===== config.mk =====
export PLATFORM = sky130hd
export DESIGN_NAME = smrf_device_flat
export DESIGN_NICKNAME = d
export VERILOG_FILES = /design/src/inc/smrf_pkg.sv /design/src/inc/smrf_if.sv /design/src/verilog/smrf_device.sv /design/src/flat_wrapper.sv
export SDC_FILE = /design/constraint.sdc
export NUM_CORES = 1
export LEC_CHECK = 0
export BUFFER_PORTS_ARGS = -buffer_cell sky130_fd_sc_hd__buf_2
export CORE_MARGIN = 8
export CORE_UTILIZATION = 49
export CTS_CLUSTER_DIAMETER = 120
export DETAILED_ROUTE_END_ITERATION = 8
export HOLD_SLACK_MARGIN = 0.02
export PLACE_DENSITY = 0.81
export SLEW_MARGIN = 20
export SYNTH_ARGS = -nofsm -noshare
export SYNTH_HDL_FRONTEND = slang
export SYNTH_SLANG_ARGS = --single-unit
export TNS_END_PERCENT = 1

===== constraint.sdc =====
create_clock -name mclk -period 1.8 [get_ports mclk]
set_clock_uncertainty 0.1 [all_clocks]
set_input_delay 0.36 -clock mclk [delete_from_list [all_inputs] [get_ports mclk]]
set_output_delay 0.36 -clock mclk [all_outputs]
set_load 0.03 [all_outputs]

===== src/inc/smrf_pkg.sv =====
// Constants, types and decoding shared by both ends of the mode register link.
package smrf_pkg;

  // ****************************************************************
  // Timing
  // ****************************************************************
  localparam int CLK_MHZ            = 125;
  localparam int AUTO_INIT_MAX_NS   = 10000;
  // Longest time: round down.
  localparam int AUTO_INIT_CYCLES   = AUTO_INIT_MAX_NS * CLK_MHZ / 1000;
  localparam int CAL_INIT_NS        = 1000;
  // Least time: round up.
  localparam int CAL_INIT_CYCLES    = (CAL_INIT_NS * CLK_MHZ + 999) / 1000;

  // ****************************************************************
  // Register indices
  // ****************************************************************
  localparam logic [7:0] IDX_DEVICE_STATUS_INFO     = 8'h00;
  localparam logic [7:0] IDX_FEATURE_CFG_A          = 8'h01;
  localparam logic [7:0] IDX_LATENCY_CFG            = 8'h02;
  localparam logic [7:0] IDX_IO_CFG                 = 8'h03;
  localparam logic [7:0] IDX_REFRESH_RATE_STATUS    = 8'h04;
  localparam logic [7:0] IDX_MAKER_CODE             = 8'h05;
  localparam logic [7:0] IDX_REVISION_CODE_A        = 8'h06;
  localparam logic [7:0] IDX_REVISION_CODE_B        = 8'h07;
  localparam logic [7:0] IDX_GEOMETRY_INFO          = 8'h08;
  localparam logic [7:0] IDX_TEST_MODE_CTL          = 8'h09;
  localparam logic [7:0] IDX_IO_CALIBRATION_CTL     = 8'h0A;
  localparam logic [7:0] IDX_BANK_SELF_REFRESH_MASK = 8'h10;
  localparam logic [7:0] IDX_RESERVED_WRITE_17      = 8'h11;
  localparam logic [7:0] IDX_DQ_PATTERN_A           = 8'h20;
  localparam logic [7:0] IDX_DQ_PATTERN_B           = 8'h28;
  localparam logic [7:0] IDX_SOFT_RESET_TRIGGER     = 8'h3F;

  // ****************************************************************
  // Fields and reset values
  // ****************************************************************
  localparam int         AUTO_INIT_PENDING_POS  = 0;
  localparam int         MEMORY_TYPE_CODE_POS   = 1;
  localparam int         DATA_INVALID_POS       = 2;
  localparam int         CAL_RESULT_LSB         = 3;
  localparam logic       MEMORY_TYPE_CODE       = 1'b0;
  localparam logic       DATA_INVALID_SUPPORT   = 1'b0;
  localparam logic [1:0] CAL_NOT_RUN            = 2'h0;
  localparam logic [1:0] CAL_SUPPLY_OR_FLOAT    = 2'h1;
  localparam logic [1:0] CAL_SHORT_GROUND       = 2'h2;
  localparam logic [1:0] CAL_PASSED             = 2'h3;
  localparam logic [7:0] FEATURE_CFG_A_RST      = 8'h22;
  localparam logic [7:0] WO_REG_RST             = 8'h00;
  localparam logic [7:0] LOW_NIBBLE_MASK        = 8'h0F;
  localparam logic [7:0] FULL_MASK              = 8'hFF;
  localparam logic [7:0] CAL_INIT_OPCODE        = 8'hFF;

  // ****************************************************************
  // Controller registers on APB
  // ****************************************************************
  localparam logic [7:0] CMD_OFS         = 8'h00;
  localparam logic [7:0] STATUS_OFS      = 8'h04;
  localparam logic [7:0] IRQ_STATUS_OFS  = 8'h08;
  localparam logic [7:0] IRQ_MASK_OFS    = 8'h0C;
  localparam int         CMD_OPERAND_LSB = 0;
  localparam int         CMD_INDEX_LSB   = 8;
  localparam int         CMD_WRITE_POS   = 16;
  localparam int         STATUS_BUSY_POS = 0;
  localparam int         STATUS_DATA_LSB = 8;
  localparam int         IRQ_READ_DONE   = 0;
  localparam int         IRQ_WRITE_DONE  = 1;
  localparam int         IRQ_REFUSED     = 2;
  localparam int         IRQ_CAL_FAULT   = 3;
  localparam int         IRQ_BITS        = 4;

  typedef enum logic [1:0] {ACC_RO, ACC_WO, ACC_RSVD_WO, ACC_RSVD}
    smrf_access_t;

  // Access class of a register index.
  function automatic smrf_access_t smrf_access(input logic [7:0] idx);
    case (idx)
      IDX_DEVICE_STATUS_INFO, IDX_REFRESH_RATE_STATUS, IDX_MAKER_CODE,
      IDX_REVISION_CODE_A, IDX_REVISION_CODE_B, IDX_GEOMETRY_INFO,
      IDX_DQ_PATTERN_A, IDX_DQ_PATTERN_B: smrf_access = ACC_RO;
      IDX_FEATURE_CFG_A, IDX_LATENCY_CFG, IDX_IO_CFG, IDX_TEST_MODE_CTL,
      IDX_IO_CALIBRATION_CTL, IDX_BANK_SELF_REFRESH_MASK,
      IDX_SOFT_RESET_TRIGGER: smrf_access = ACC_WO;
      IDX_RESERVED_WRITE_17: smrf_access = ACC_RSVD_WO;
      default: smrf_access = ACC_RSVD;
    endcase
  endfunction

  // Vendor-reserved index ranges.
  function automatic logic smrf_vendor(input logic [7:0] idx);
    smrf_vendor = (idx >= 8'h80 && idx <= 8'hBE) ||
                  (idx >= 8'hC0 && idx <= 8'hFE);
  endfunction

  // Operand bits that may be written as ones.
  function automatic logic [7:0] smrf_write_mask(input logic [7:0] idx);
    case (idx)
      IDX_LATENCY_CFG, IDX_IO_CFG: smrf_write_mask = LOW_NIBBLE_MASK;
      default: smrf_write_mask = FULL_MASK;
    endcase
  endfunction

endpackage


===== src/inc/smrf_if.sv =====
// Mode register command link between controller and device.
interface smrf_if;
  logic       cmdValid;
  logic       cmdWrite;
  logic [7:0] cmdIndex;
  logic [7:0] cmdOperand;
  logic       rdValid;
  logic [7:0] rdData;
  logic       rdStrobe;

  modport device (
    input  cmdValid,
    input  cmdWrite,
    input  cmdIndex,
    input  cmdOperand,
    output rdValid,
    output rdData,
    output rdStrobe
  );

  modport controller (
    output cmdValid,
    output cmdWrite,
    output cmdIndex,
    output cmdOperand,
    input  rdValid,
    input  rdData,
    input  rdStrobe
  );
endinterface


===== src/verilog/smrf_device.sv =====
// Device end: mode register file with auto-init and calibration self test.
//
// Implementation choice: the registers are reached only over the mode register link.
module smrf_device
  import smrf_pkg::*;
#(
  parameter int         INIT_CYCLES    = AUTO_INIT_CYCLES,
  parameter int         CAL_CYCLES     = CAL_INIT_CYCLES,
  parameter logic [2:0] REFRESH_RATE   = 3'h3,
  parameter logic       TEMP_UPDATE    = 1'b0,
  // Identification values are arbitrary.
  parameter logic [7:0] MAKER_ID       = 8'h5A,
  parameter logic [7:0] REVISION_A     = 8'h01,
  parameter logic [7:0] REVISION_B     = 8'h02,
  parameter logic [7:0] GEOMETRY       = 8'h00,
  parameter logic [7:0] PATTERN_A      = 8'h55,
  parameter logic [7:0] PATTERN_B      = 8'hAA
) (
  input  wire logic  mclk,
  input  wire logic  reset,
  smrf_if.device     link,
  input  wire logic  calPinToSupply,
  input  wire logic  calPinToGround,
  output logic       autoInitPending,
  output logic [1:0] calPinTestResult,
  output logic       factoryTrimActive,
  output logic [7:0] featureCfgA,
  output logic [7:0] latencyCfg,
  output logic [7:0] ioCfg,
  output logic [7:0] testModeCtl,
  output logic [7:0] ioCalibrationCtl,
  output logic [7:0] bankSelfRefreshMask
);

  // ****************************************************************
  // Elaboration checks
  // ****************************************************************
  if (INIT_CYCLES < 1 || INIT_CYCLES > 65535) begin : gInitBad
    $error("INIT_CYCLES out of range.");
  end
  if (CAL_CYCLES < 1 || CAL_CYCLES > 65535) begin : gCalBad
    $error("CAL_CYCLES out of range.");
  end

  // ****************************************************************
  // State
  // ****************************************************************
  typedef enum logic [1:0] {
    DEV_POWER_UP,
    DEV_AUTO_INIT,
    DEV_IDLE,
    DEV_CAL
  } smrf_dev_phase_t;

  typedef struct packed {
    logic            supMeta;
    logic            supSync;
    logic            gndMeta;
    logic            gndSync;
    smrf_dev_phase_t phase;
    logic [15:0]     count;
    logic [1:0]      calResult;
    logic [7:0]      featureCfgA;
    logic [7:0]      latencyCfg;
    logic [7:0]      ioCfg;
    logic [7:0]      testModeCtl;
    logic [7:0]      ioCalibrationCtl;
    logic [7:0]      bankMask;
    logic            rdValid;
    logic            rdStrobe;
    logic [7:0]      rdData;
  } smrf_dev_state_t;

  localparam smrf_dev_state_t DEV_RESET = '{
    phase       : DEV_POWER_UP,
    featureCfgA : FEATURE_CFG_A_RST,
    default     : '0
  };

  smrf_dev_state_t s;
  smrf_dev_state_t next_s;
  logic            trimLocked;

  assign trimLocked = (s.calResult == CAL_SUPPLY_OR_FLOAT) ||
                      (s.calResult == CAL_SHORT_GROUND);

  // Read answer for an index; undefined entries answer zero.
  function automatic logic [7:0] readValue(input logic [7:0] idx,
                                           input smrf_dev_state_t st);
    logic [7:0] v;
    v = 8'h00;
    case (idx)
      IDX_DEVICE_STATUS_INFO: begin
        v[AUTO_INIT_PENDING_POS] = (st.phase == DEV_POWER_UP) ||
                                   (st.phase == DEV_AUTO_INIT);
        v[MEMORY_TYPE_CODE_POS] = MEMORY_TYPE_CODE;
        v[DATA_INVALID_POS] = DATA_INVALID_SUPPORT;
        v[CAL_RESULT_LSB +: 2] = st.calResult;
      end
      IDX_REFRESH_RATE_STATUS: v = {TEMP_UPDATE, 4'h0, REFRESH_RATE};
      IDX_MAKER_CODE: v = MAKER_ID;
      IDX_REVISION_CODE_A: v = REVISION_A;
      IDX_REVISION_CODE_B: v = REVISION_B;
      IDX_GEOMETRY_INFO: v = GEOMETRY;
      IDX_DQ_PATTERN_A: v = PATTERN_A;
      IDX_DQ_PATTERN_B: v = PATTERN_B;
      default: v = 8'h00;
    endcase
    readValue = v;
  endfunction

  // ****************************************************************
  // Next state
  // ****************************************************************
  always_comb begin
    next_s = s;
    next_s.supMeta = calPinToSupply;
    next_s.supSync = s.supMeta;
    next_s.gndMeta = calPinToGround;
    next_s.gndSync = s.gndMeta;
    next_s.rdValid = 1'b0;

    case (s.phase)
      DEV_POWER_UP: begin
        next_s.count = 16'h0000;
      end
      DEV_AUTO_INIT: begin
        if (s.count == 16'(INIT_CYCLES - 1)) begin
          next_s.phase = DEV_IDLE;
          next_s.count = 16'h0000;
        end else begin
          next_s.count = s.count + 16'h0001;
        end
      end
      DEV_CAL: begin
        if (s.count == 16'(CAL_CYCLES - 1)) begin
          next_s.phase = DEV_IDLE;
          next_s.count = 16'h0000;
          if (s.supSync) begin
            next_s.calResult = CAL_SUPPLY_OR_FLOAT;
          end else if (s.gndSync) begin
            next_s.calResult = CAL_SHORT_GROUND;
          end else begin
            next_s.calResult = CAL_PASSED;
          end
        end else begin
          next_s.count = s.count + 16'h0001;
        end
      end
      DEV_IDLE: begin
        next_s.count = 16'h0000;
      end
      default: begin
        next_s.phase = DEV_POWER_UP;
      end
    endcase

    if (link.cmdValid && !link.cmdWrite) begin
      next_s.rdValid = 1'b1;
      next_s.rdStrobe = ~s.rdStrobe;
      next_s.rdData = readValue(link.cmdIndex, s);
    end

    // Only write-only indices store; others are dropped.
    if (link.cmdValid && link.cmdWrite &&
        smrf_access(link.cmdIndex) == ACC_WO) begin
      case (link.cmdIndex)
        IDX_FEATURE_CFG_A: next_s.featureCfgA = link.cmdOperand;
        IDX_LATENCY_CFG: next_s.latencyCfg = link.cmdOperand;
        IDX_IO_CFG: next_s.ioCfg = link.cmdOperand;
        IDX_TEST_MODE_CTL: next_s.testModeCtl = link.cmdOperand;
        IDX_BANK_SELF_REFRESH_MASK: next_s.bankMask = link.cmdOperand;
        IDX_IO_CALIBRATION_CTL: begin
          next_s.ioCalibrationCtl = link.cmdOperand;
          if (link.cmdOperand == CAL_INIT_OPCODE &&
              s.phase == DEV_IDLE && !trimLocked) begin
            next_s.phase = DEV_CAL;
            next_s.count = 16'h0000;
          end
        end
        IDX_SOFT_RESET_TRIGGER: begin
          next_s.phase = DEV_AUTO_INIT;
          next_s.count = 16'h0000;
          next_s.calResult = CAL_NOT_RUN;
          next_s.featureCfgA = FEATURE_CFG_A_RST;
          next_s.latencyCfg = WO_REG_RST;
          next_s.ioCfg = WO_REG_RST;
          next_s.testModeCtl = WO_REG_RST;
          next_s.ioCalibrationCtl = WO_REG_RST;
          next_s.bankMask = WO_REG_RST;
        end
        default: begin
          next_s.phase = next_s.phase;
        end
      endcase
    end
  end

  always_ff @(posedge mclk) begin
    if (reset) begin
      s <= DEV_RESET;
    end else begin
      s <= next_s;
    end
  end

  // ****************************************************************
  // Outputs
  // ****************************************************************
  assign link.rdValid = s.rdValid;
  assign link.rdData = s.rdData;
  assign link.rdStrobe = s.rdStrobe;
  assign autoInitPending = (s.phase == DEV_POWER_UP) ||
                           (s.phase == DEV_AUTO_INIT);
  assign calPinTestResult = s.calResult;
  assign factoryTrimActive = trimLocked;
  assign featureCfgA = s.featureCfgA;
  assign latencyCfg = s.latencyCfg;
  assign ioCfg = s.ioCfg;
  assign testModeCtl = s.testModeCtl;
  assign ioCalibrationCtl = s.ioCalibrationCtl;
  assign bankSelfRefreshMask = s.bankMask;

endmodule


===== src/flat_wrapper.sv =====
// flat-port wrapper written by rule: the top's interface ports become plain ports
module smrf_device_flat import smrf_pkg::*;
#(
  parameter int         INIT_CYCLES    = AUTO_INIT_CYCLES,
  parameter int         CAL_CYCLES     = CAL_INIT_CYCLES,
  parameter logic [2:0] REFRESH_RATE   = 3'h3,
  parameter logic       TEMP_UPDATE    = 1'b0,
                                         
  parameter logic [7:0] MAKER_ID       = 8'h5A,
  parameter logic [7:0] REVISION_A     = 8'h01,
  parameter logic [7:0] REVISION_B     = 8'h02,
  parameter logic [7:0] GEOMETRY       = 8'h00,
  parameter logic [7:0] PATTERN_A      = 8'h55,
  parameter logic [7:0] PATTERN_B      = 8'hAA
)
  (mclk, reset, calPinToSupply, calPinToGround, autoInitPending, calPinTestResult, factoryTrimActive, featureCfgA, latencyCfg, ioCfg, testModeCtl, ioCalibrationCtl, bankSelfRefreshMask, link_cmdValid, link_cmdWrite, link_cmdIndex, link_cmdOperand, link_rdValid, link_rdData, link_rdStrobe);
  smrf_if link_i ();
  input  wire logic mclk;
  input  wire logic reset;
  input  wire logic calPinToSupply;
  input  wire logic calPinToGround;
  output logic autoInitPending;
  output logic [1:0] calPinTestResult;
  output logic factoryTrimActive;
  output logic [7:0] featureCfgA;
  output logic [7:0] latencyCfg;
  output logic [7:0] ioCfg;
  output logic [7:0] testModeCtl;
  output logic [7:0] ioCalibrationCtl;
  output logic [7:0] bankSelfRefreshMask;
  input wire logic [$bits(link_i.cmdValid)-1:0] link_cmdValid;
  input wire logic [$bits(link_i.cmdWrite)-1:0] link_cmdWrite;
  input wire logic [$bits(link_i.cmdIndex)-1:0] link_cmdIndex;
  input wire logic [$bits(link_i.cmdOperand)-1:0] link_cmdOperand;
  output wire logic [$bits(link_i.rdValid)-1:0] link_rdValid;
  output wire logic [$bits(link_i.rdData)-1:0] link_rdData;
  output wire logic [$bits(link_i.rdStrobe)-1:0] link_rdStrobe;
  assign link_i.cmdValid = link_cmdValid;
  assign link_i.cmdWrite = link_cmdWrite;
  assign link_i.cmdIndex = link_cmdIndex;
  assign link_i.cmdOperand = link_cmdOperand;
  assign link_rdValid = link_i.rdValid;
  assign link_rdData = link_i.rdData;
  assign link_rdStrobe = link_i.rdStrobe;
  smrf_device #(.INIT_CYCLES(INIT_CYCLES), .CAL_CYCLES(CAL_CYCLES), .REFRESH_RATE(REFRESH_RATE), .TEMP_UPDATE(TEMP_UPDATE), .MAKER_ID(MAKER_ID), .REVISION_A(REVISION_A), .REVISION_B(REVISION_B), .GEOMETRY(GEOMETRY), .PATTERN_A(PATTERN_A), .PATTERN_B(PATTERN_B)) u_core (.mclk(mclk), .reset(reset), .link(link_i), .calPinToSupply(calPinToSupply), .calPinToGround(calPinToGround), .autoInitPending(autoInitPending), .calPinTestResult(calPinTestResult), .factoryTrimActive(factoryTrimActive), .featureCfgA(featureCfgA), .latencyCfg(latencyCfg), .ioCfg(ioCfg), .testModeCtl(testModeCtl), .ioCalibrationCtl(ioCalibrationCtl), .bankSelfRefreshMask(bankSelfRefreshMask));
endmodule

==> flow_summary.ini, run 1 <==
[run_status]
status = finished clean

[routing]
routed_wl_um = 9655
ant_nets = 0
vias_per_cell = 5.477
drt-pass1-iter-count = 6
route.detailed.drc = 0
wl_per_cell_um = 16.68
num_vias = 3171
drt_iter0_drc = 183

[finish]
drive_gt1_share_pct = 37.82
area_delta_synth_final_pct = 16.03
final_cells = 579
final_nets = 496

[floorplan]
row_count = 32
core_area_sq_um = 7687
io_pins = 84
die_h_um = 104.6
start_util_pct = 50.05
die-area_sq_um = 10940
die_w_um = 104.6

[synth]
netlist.area_leader.share_pct = 42.15
ys_top_cells_by_area = dfxtp_1, buf_4, nand3_1
ys_ff_latch = 81
synthFlopType = dfxtp_1
yosysTopAreaCell = dfxtp_1
synth.most_common_cell = dfxtp_1
yosysSeqAreaShare_pct = 42.15
ys_warn_count = 0
syn-cell-area_sq_um = 3847
syn_area_per_cell_sq_um = 9.204
synth.net_count = 443
synthArstFlopShare_pct = 0
synth_commonest_cells = dfxtp_1, buf_4, nand3_1
yosysUniqueCellTypes = 62
synth_cells = 418
synth_edf_count = 0

[placed_design]
pre_cts_slack_ns = -0.09563
gp_congestion = 0.8789
portBuffers = 83
place_hpwl_um = 7140
place_inst = 560

[critical_path]
startpoint = u_core.s[60]$_SDFF_PP0_
critPathRequiredTime_ns = 1.94
r2r_start = u_core.s[60]$_SDFF_PP0_
critPathKind = flop to flop
r2r_slack_ns = 0.07
critPathArrivalTime_ns = 1.87
critPathLaunchType = flop
rr_endpoint = u_core.s[72]$_SDFF_PP0_
crit_path_end_kind = flop
critPathMaxFanout = 5
ff2ff_path_depth = 6

[timing]
slew_headroom_pct = 70.44
fin_crit_ns = 1.725
drv_slew = 0
tightest_slew_ns = 0.4372
fmax_ghz = 0.5796
setup_viol = 0
timing.final.ws_setup_ns = 0.07456
finalCritPeriodShare_pct = 95.86
hold_viol_final = 0
rsz0062_at_grt = true

[cts]
cts_max_level = 3
clk_pin_slew_ns = 0.09
clock_sinks = 81
cts_buffer_depth = 2
root_buffer = clkbuf_8
tritoncts.num_buffers = 9
cts_hold_buffers = 0
worstSkewPairLatency_ns = 0.36
tritoncts = done

[grt]
overflow = 0
grtUsageTotal_pct = 17.42
grt_pass1_wl_um = 15750
grt_pass1_vias = 3182
grt_start_max_net_pins = 21
antenna_found_initial = 2

[power_and_ir_drop]
pwr-share-comb_pct = 6.2
ir_drop_mv = 0.3072
pwr_density_cell_nw_per_um2 = 763.8
clockPowerShare_pct = 41.1
p_int_mw = 2.566
switching_share_pct = 24.76
leakagePower_nw = 1.755
seq_power_share_pct = 52.8
p_sw_uw = 844.3

[worst_hold_path]
min-delay-path-class = input pin to flop
hold_end = u_core.next_s[78]$_SDFF_PP0_
min_from = calPinToGround
hold-path-cell-count = 2

[flow_run]
maxCapViolations = 0
==> timing repair <==
action                                  4_1_cts  5_1_grt
endpoints found under the setup margin       18       19
pin swaps                                     1        6
resized for setup                             3       18
setup buffers                                 1        1
hold endpoints to repair                      0        0
==> layer usage <==
layer	vias to the layer above	wire [um]	GRT usage (%)
li1	1543	-	-
met1	1529	4064	19.64
met2	81	4854	30.05
met3	16	595	6.020
met4	2	128	5.912
met5	-	12	0
==> state kept, by name, summed over array words and instances, names as in the netlist <==
| signal | cells |
|---|---|
| u_core.ioCalibrationCtl | 8 |
| u_core.next_s | 2 |
| u_core.bankSelfRefreshMask | 8 |
| u_core.calPinTestResult | 2 |
| u_core.ioCfg | 8 |
| u_core.featureCfgA | 8 |
| u_core.link.rdStrobe | 1 |
| u_core.testModeCtl | 8 |
| u_core.s | 20 |
| u_core.link.rdValid | 1 |
| u_core.link.rdData | 7 |
| u_core.latencyCfg | 8 |
==> layout by cell type (no fill, tap or decap), types with 14 or more instances in the layout <==
cell type / n
buf_2: 83
buf_4: 34
dfxtp_1: 77
nand2_1: 23
nand3_1: 36
nor2_1: 15
o21ai_0: 14
o21ai_1: 20
o2bb2ai_1: 14
==> how the worst max path moves through the flow <==
stage,endpoint,cells after the start
3_3_place_gp,u_core.testModeCtl[3]$_SDFFE_PP0P_,7
2_1_floorplan,u_core.testModeCtl[7]$_SDFFE_PP0P_,6
5_1_grt,u_core.s[72]$_SDFF_PP0_,6
3_5_place_dp,u_core.s[74]$_SDFF_PP0_,7
6_report,u_core.s[72]$_SDFF_PP0_,6
4_1_cts,u_core.s[74]$_SDFF_PP0_,7
==> power groups by stage <==
stage	sequential, mW	combinational, mW	clock (mW)
detailed placement	1.84	0.202	0
CTS	1.80	0.205	1.41
global route	1.80	0.226	1.50
floorplan	1.85	0.110	0
finish	1.80	0.211	1.40
global placement	1.84	0.197	0
==> metrics by stage <==
| stage | cell area [sq um] | TNS (ns) | hold slack, ns | utilization (%) | power (mW) |
|---|---|---|---|---|---|
| floorplan | 3855 | 0 | 0.3138 | - | 1.958 |
| global placement | 4131 | 0 | 0.3246 | 53.74 | 2.040 |
| detailed placement | 4131 | -1.375 | 0.3284 | 53.74 | 2.045 |
| global route | 4464 | -0.02937 | 0.1036 | 58.07 | 3.527 |
| CTS | 4373 | 0 | 0.1149 | 56.88 | 3.414 |
| finish | 4464 | 0 | 0.1117 | 58.07 | 3.410 |
==> area by class of cell <==
| cell class | instances | area [sq um] |
|---|---|---|
| inverter | 9 | 33.78 |
| multi-input combinational | 251 | 1767 |
| clock inverter | 6 | 73.82 |
| sequential | 81 | 1629 |
| tap | 102 | 127.6 |
| antenna | 1 | 2.502 |
| clock buffer | 10 | 137.6 |
| fill | 672 | 3223 |
| timing repair buffer | 119 | 693.2 |
==> kinds of logic after synthesis <==
kind of cell	count (synthesis)	synth area share [%]
adders and majority gates	3	0.9757
and+or+nand+nor	156	24.85
buffers and inverters	86	14.44
DFF	81	42.15
AOI/OAI and AO/OA	75	13.66
xor gates and xnor gates	15	3.414
muxes	2	0.5203
==> critical path: stages, from the launching register on <==
cell and delay (ns):
dfxtp_4 0.37, buf_6 0.10, ha_2 0.17, nand4_1 0.25, nor4_2 0.39, xnor2_1 0.17, nor3_1 0.06
Power figures use the tool's default switching activity.
==> run 2, diff against run 1 <==
--- a/config.mk
+++ b/config.mk
@@ -7,11 +7,11 @@
 export LEC_CHECK = 0
 export BUFFER_PORTS_ARGS = -buffer_cell sky130_fd_sc_hd__buf_2
 export CORE_MARGIN = 8
-export CORE_UTILIZATION = 49
+export CORE_UTILIZATION = 50
 export CTS_CLUSTER_DIAMETER = 120
 export DETAILED_ROUTE_END_ITERATION = 8
 export HOLD_SLACK_MARGIN = 0.02
-export PLACE_DENSITY = 0.81
+export PLACE_DENSITY = 0.79
 export SLEW_MARGIN = 20
 export SYNTH_ARGS = -nofsm -noshare
 export SYNTH_HDL_FRONTEND = slang
==> constraint.sdc (replaced) <==
create_clock -name mclk -period 1.87 [get_ports mclk]
set_clock_uncertainty 0.1 [all_clocks]
set_input_delay 0.374 -clock mclk [delete_from_list [all_inputs] [get_ports mclk]]
set_output_delay 0.374 -clock mclk [all_outputs]
set_load 0.03 [all_outputs]
==> flow_summary.ini, run 2 (same netlist as run 1, synthesis figures left out) <==
[grt]
grt_pass1_vias = 2983
grtUsageTotal_pct = 16.99
overflow = 0
antenna_found_initial = 2
grt_pass1_wl_um = 15030
grt_start_max_net_pins = 23

[floorplan]
die-area_sq_um = 10760
core_area_sq_um = 7607
die_w_um = 103.7
start_util_pct = 50.58
row_count = 32
io_pins = 84
die_h_um = 103.7

[placed_design]
dpl_cell_area_sq_um = 4099
pre_cts_slack_ns = -0.02110
gp_congestion = 0.8580
place_hpwl_um = 6848
portBuffers = 83
place_inst = 554

[routing]
drt_iter0_drc = 138
drt-pass1-iter-count = 4
vias_per_cell = 5.378
route.detailed.drc = 0
ant_nets = 0
routed_wl_um = 9322
num_vias = 3076
wl_per_cell_um = 16.30

[cts]
tritoncts.num_buffers = 9
clock_sinks = 81
worstSkewPairLatency_ns = 0.35
cts_buffer_depth = 2
cts_max_level = 3
clk_pin_slew_ns = 0.09
cts_hold_buffers = 0
root_buffer = clkbuf_8
tritoncts = done

[finish]
largest_reg_flops = 20
final_nets = 489
multi_input_area_sq_um = 1733
largest_register = u_core.s
drive_gt1_share_pct = 34.97
area_delta_synth_final_pct = 13.69
seq_area_sq_um = 1622
final_util_pct = 57.50
final_common_cell = buf_2
design_area_sq_um = 4374
final_cell_mix = buf_2, dfxtp_1, nand3_1
n_fill_cell = 675
final_cells = 572

[power_and_ir_drop]
pwr_density_cell_nw_per_um2 = 752.6
ir_drop_mv = 0.3288
leakagePower_nw = 1.721
power_mw = 3.292

[timing]
fin_setup_tns_ns = 0
fin_crit_ns = 1.865
rsz0062_at_grt = true
slew_headroom_pct = 69.68
tightest_slew_ns = 0.4507
fmax_ghz = 0.5363
setup_viol = 0
timing.hold.ws_ns = 0.1261
drv_slew = 0
finalCritPeriodShare_pct = 99.71
timing.final.ws_setup_ns = 0.005439
hold_viol_final = 0

[critical_path]
critPathMaxFanout = 17
crit_path_end_kind = flop
critPathKind = flop to flop
critPathLaunchType = flop
critPathArrivalTime_ns = 2.00
critPathRequiredTime_ns = 2.01

[run_status]
status = finished clean

[flow_run]
maxCapViolations = 0

[worst_hold_path]
min-delay-path-class = input pin to flop
run 2: repair_timing:
| action | 4_1_cts | 5_1_grt |
|---|---|---|
| endpoints found under the setup margin | 0 | 19 |
| resized for setup | 0 | 8 |
| hold endpoints to repair | 0 | 0 |
| setup buffers | 0 | 1 |
run 2: final timing paths:
| kind | start | to | slack (ns) | cells past startpoint |
|---|---|---|---|---|
| min reg2reg | u_core.link.rdData[0]$_SDFFE_PP0P_ | u_core.link.rdData[0]$_SDFFE_PP0P_ | 0.35 | 2 |
| max reg2reg | u_core.s[68]$_SDFF_PP0_ | u_core.s[76]$_SDFF_PP0_ | 0.005 | 5 |
| min | calPinToSupply | u_core.next_s[80]$_SDFF_PP0_ | 0.13 | 2 |
| max | u_core.s[68]$_SDFF_PP0_ | u_core.s[76]$_SDFF_PP0_ | 0.005 | 5 |
run 2: critical path: stages (launching register included):
cell and delay, ns:
dfxtp_1 0.39, nor3_1 0.40, nand4_1 0.30, a22oi_4 0.29
buf_12 0.18, a31oi_1 0.09
run 2: power breakdown:
part           total [mW]  leakage [nW]  switching (mW)  internal (mW)
clock network        1.36         0.109           0.688          0.673
registers            1.73         0.653         0.00267           1.73
logic               0.198         0.958           0.127         0.0714
run 2: metal layers:
layer	GRT usage (%)	routed length (um)	vias to the layer above
li1	-	-	1518
met1	18.90	3762	1452
met3	5.514	651	20
met2	29.01	4658	84
met4	7.446	238	2
met5	0	12	-
run 2: final cells by class:
class	instances	area share, %
clock inverter	6	1.659
clock buffer	10	3.146
antenna	1	0.05721
inverter	9	0.7723
timing repair buffer	112	14.76
tap	102	2.918
sequential	81	37.07
multi-input combinational	251	39.62
==> run 3, diff against run 2 <==
--- a/config.mk
+++ b/config.mk
@@ -5,7 +5,7 @@
 export SDC_FILE = /design/constraint.sdc
 export NUM_CORES = 1
 export LEC_CHECK = 0
-export BUFFER_PORTS_ARGS = -buffer_cell sky130_fd_sc_hd__buf_2
+export BUFFER_PORTS_ARGS = -buffer_cell sky130_fd_sc_hd__buf_4
 export CORE_MARGIN = 8
 export CORE_UTILIZATION = 50
 export CTS_CLUSTER_DIAMETER = 120
==> flow_summary.ini, run 3 (same netlist as run 1, synthesis figures left out) <==
[timing]
rsz0062_at_grt = true
fin_crit_ns = 1.834
drv_slew = 0
setup_viol = 0
tightest_slew_ns = 0.4813
hold_viol_final = 0
finalCritPeriodShare_pct = 98.08
timing.final.ws_setup_ns = 0.03594
slew_headroom_pct = 67.46
fmax_ghz = 0.5452

[floorplan]
die_h_um = 103.7
die_w_um = 103.7
row_count = 32
io_pins = 84
start_util_pct = 50.58
core_area_sq_um = 7607
die-area_sq_um = 10760

[finish]
final_cell_mix = buf_4, dfxtp_1, nand3_1
design_area_sq_um = 4537
num_antenna_cells = 0
final_common_cell = buf_4
largest_register = u_core.s
n_fill_cell = 666
largest_reg_flops = 20
area_delta_synth_final_pct = 17.92
final_cells = 565
drive_gt1_share_pct = 34.13
final_nets = 483

[grt]
grtUsageTotal_pct = 17.28
overflow = 0
grt_start_max_net_pins = 21
grt_pass1_vias = 3043
grt_pass1_wl_um = 15370
antenna_found_initial = 0

[routing]
num_vias = 3077
routed_wl_um = 9369
drt_iter0_drc = 174
drt-pass1-iter-count = 4
route.detailed.drc = 0
ant_nets = 0
vias_per_cell = 5.446
wl_per_cell_um = 16.58

[cts]
worstSkewPairLatency_ns = 0.36
tritoncts = done
root_buffer = clkbuf_8
tritoncts.num_buffers = 9
cts_buffer_depth = 2
clock_sinks = 81
cts_hold_buffers = 0
cts_max_level = 3
clk_pin_slew_ns = 0.09

[run_status]
status = finished clean

[placed_design]
gp_congestion = 0.8508
portBuffers = 83
place_inst = 548
place_hpwl_um = 6859
pre_cts_slack_ns = 0.001301
dpl_cell_area_sq_um = 4262

[critical_path]
critPathLaunchType = flop
critPathRequiredTime_ns = 2.02
critPathArrivalTime_ns = 1.98
critPathMaxFanout = 4
crit_path_end_kind = flop
critPathKind = flop to flop

[power_and_ir_drop]
power_mw = 3.395
pwr_density_cell_nw_per_um2 = 748.3
leakagePower_nw = 1.715
ir_drop_mv = 0.3797

[flow_run]
maxCapViolations = 0

[worst_hold_path]
min-delay-path-class = input pin to flop
run 3: layout make-up:
| cell class | instances | area (sq um) | share of cell area, % |
|---|---|---|---|
| inverters | 9 | 33.78 | 0.7446 |
| clock buffers | 9 | 123.9 | 2.730 |
| well taps | 102 | 127.6 | 2.813 |
| repair buffers | 106 | 808.3 | 17.82 |
| clock inverters | 7 | 106.4 | 2.344 |
| flip-flops and latches | 81 | 1622 | 35.74 |
| multi-input cells | 251 | 1715 | 37.81 |
run 3: report_power, final:
part	internal (mW)	switching, mW
registers	1.73	0.00283
logic	0.0780	0.126
clock network	0.778	0.680
run 3: path summary, 6_finish.rpt:
path,start,end,slack (ns),cells past startpoint
worst min register to register,u_core.next_s[78]$_SDFF_PP0_,u_core.s[78]$_SDFF_PP0_,0.35,1
worst min-delay path,calPinToSupply,u_core.next_s[80]$_SDFF_PP0_,0.14,2
worst max register to register,u_core.s[61]$_SDFF_PP0_,u_core.calPinTestResult[0]$_SDFF_PP0_,0.04,7
worst max-delay path,u_core.s[61]$_SDFF_PP0_,u_core.calPinTestResult[0]$_SDFF_PP0_,0.04,7
run 3: timing repair:
item                       4_1_cts  5_1_grt
gates resized for setup          0        6
buffers inserted                 0        1
setup endpoints to repair        0       17
run 3: per-stage QoR:
stage,setup TNS [ns],hold WS [ns],utilization [%]
6_report,0,0.1371,59.64
3_3_place_gp,0,0.3255,56.02
3_5_place_dp,0,0.3350,56.02
2_1_floorplan,0,0.3138,-
5_1_grt,-0.08615,0.1247,59.64
4_1_cts,0,0.1292,59.05
run 3: worst max-delay path, stage by stage (launching register included):
cell and delay [ns]:
dfxtp_1 0.32, inv_1 0.08, ha_1 0.14, nor4bb_2 0.29, nand4_2 0.20, buf_4 0.19, o21bai_1 0.13, nor3b_1 0.28
run 3: layer usage:
layer / GRT usage [%] / vias to the layer above / part of all wire (%)
li1: - / 1517 / -
met1: 19.39 / 1440 / 40
met2: 29.47 / 106 / 50
met3: 6.629 / 14 / 8.0
met4: 5.481 / 0 / 1.7
met5: 0 / - / 0
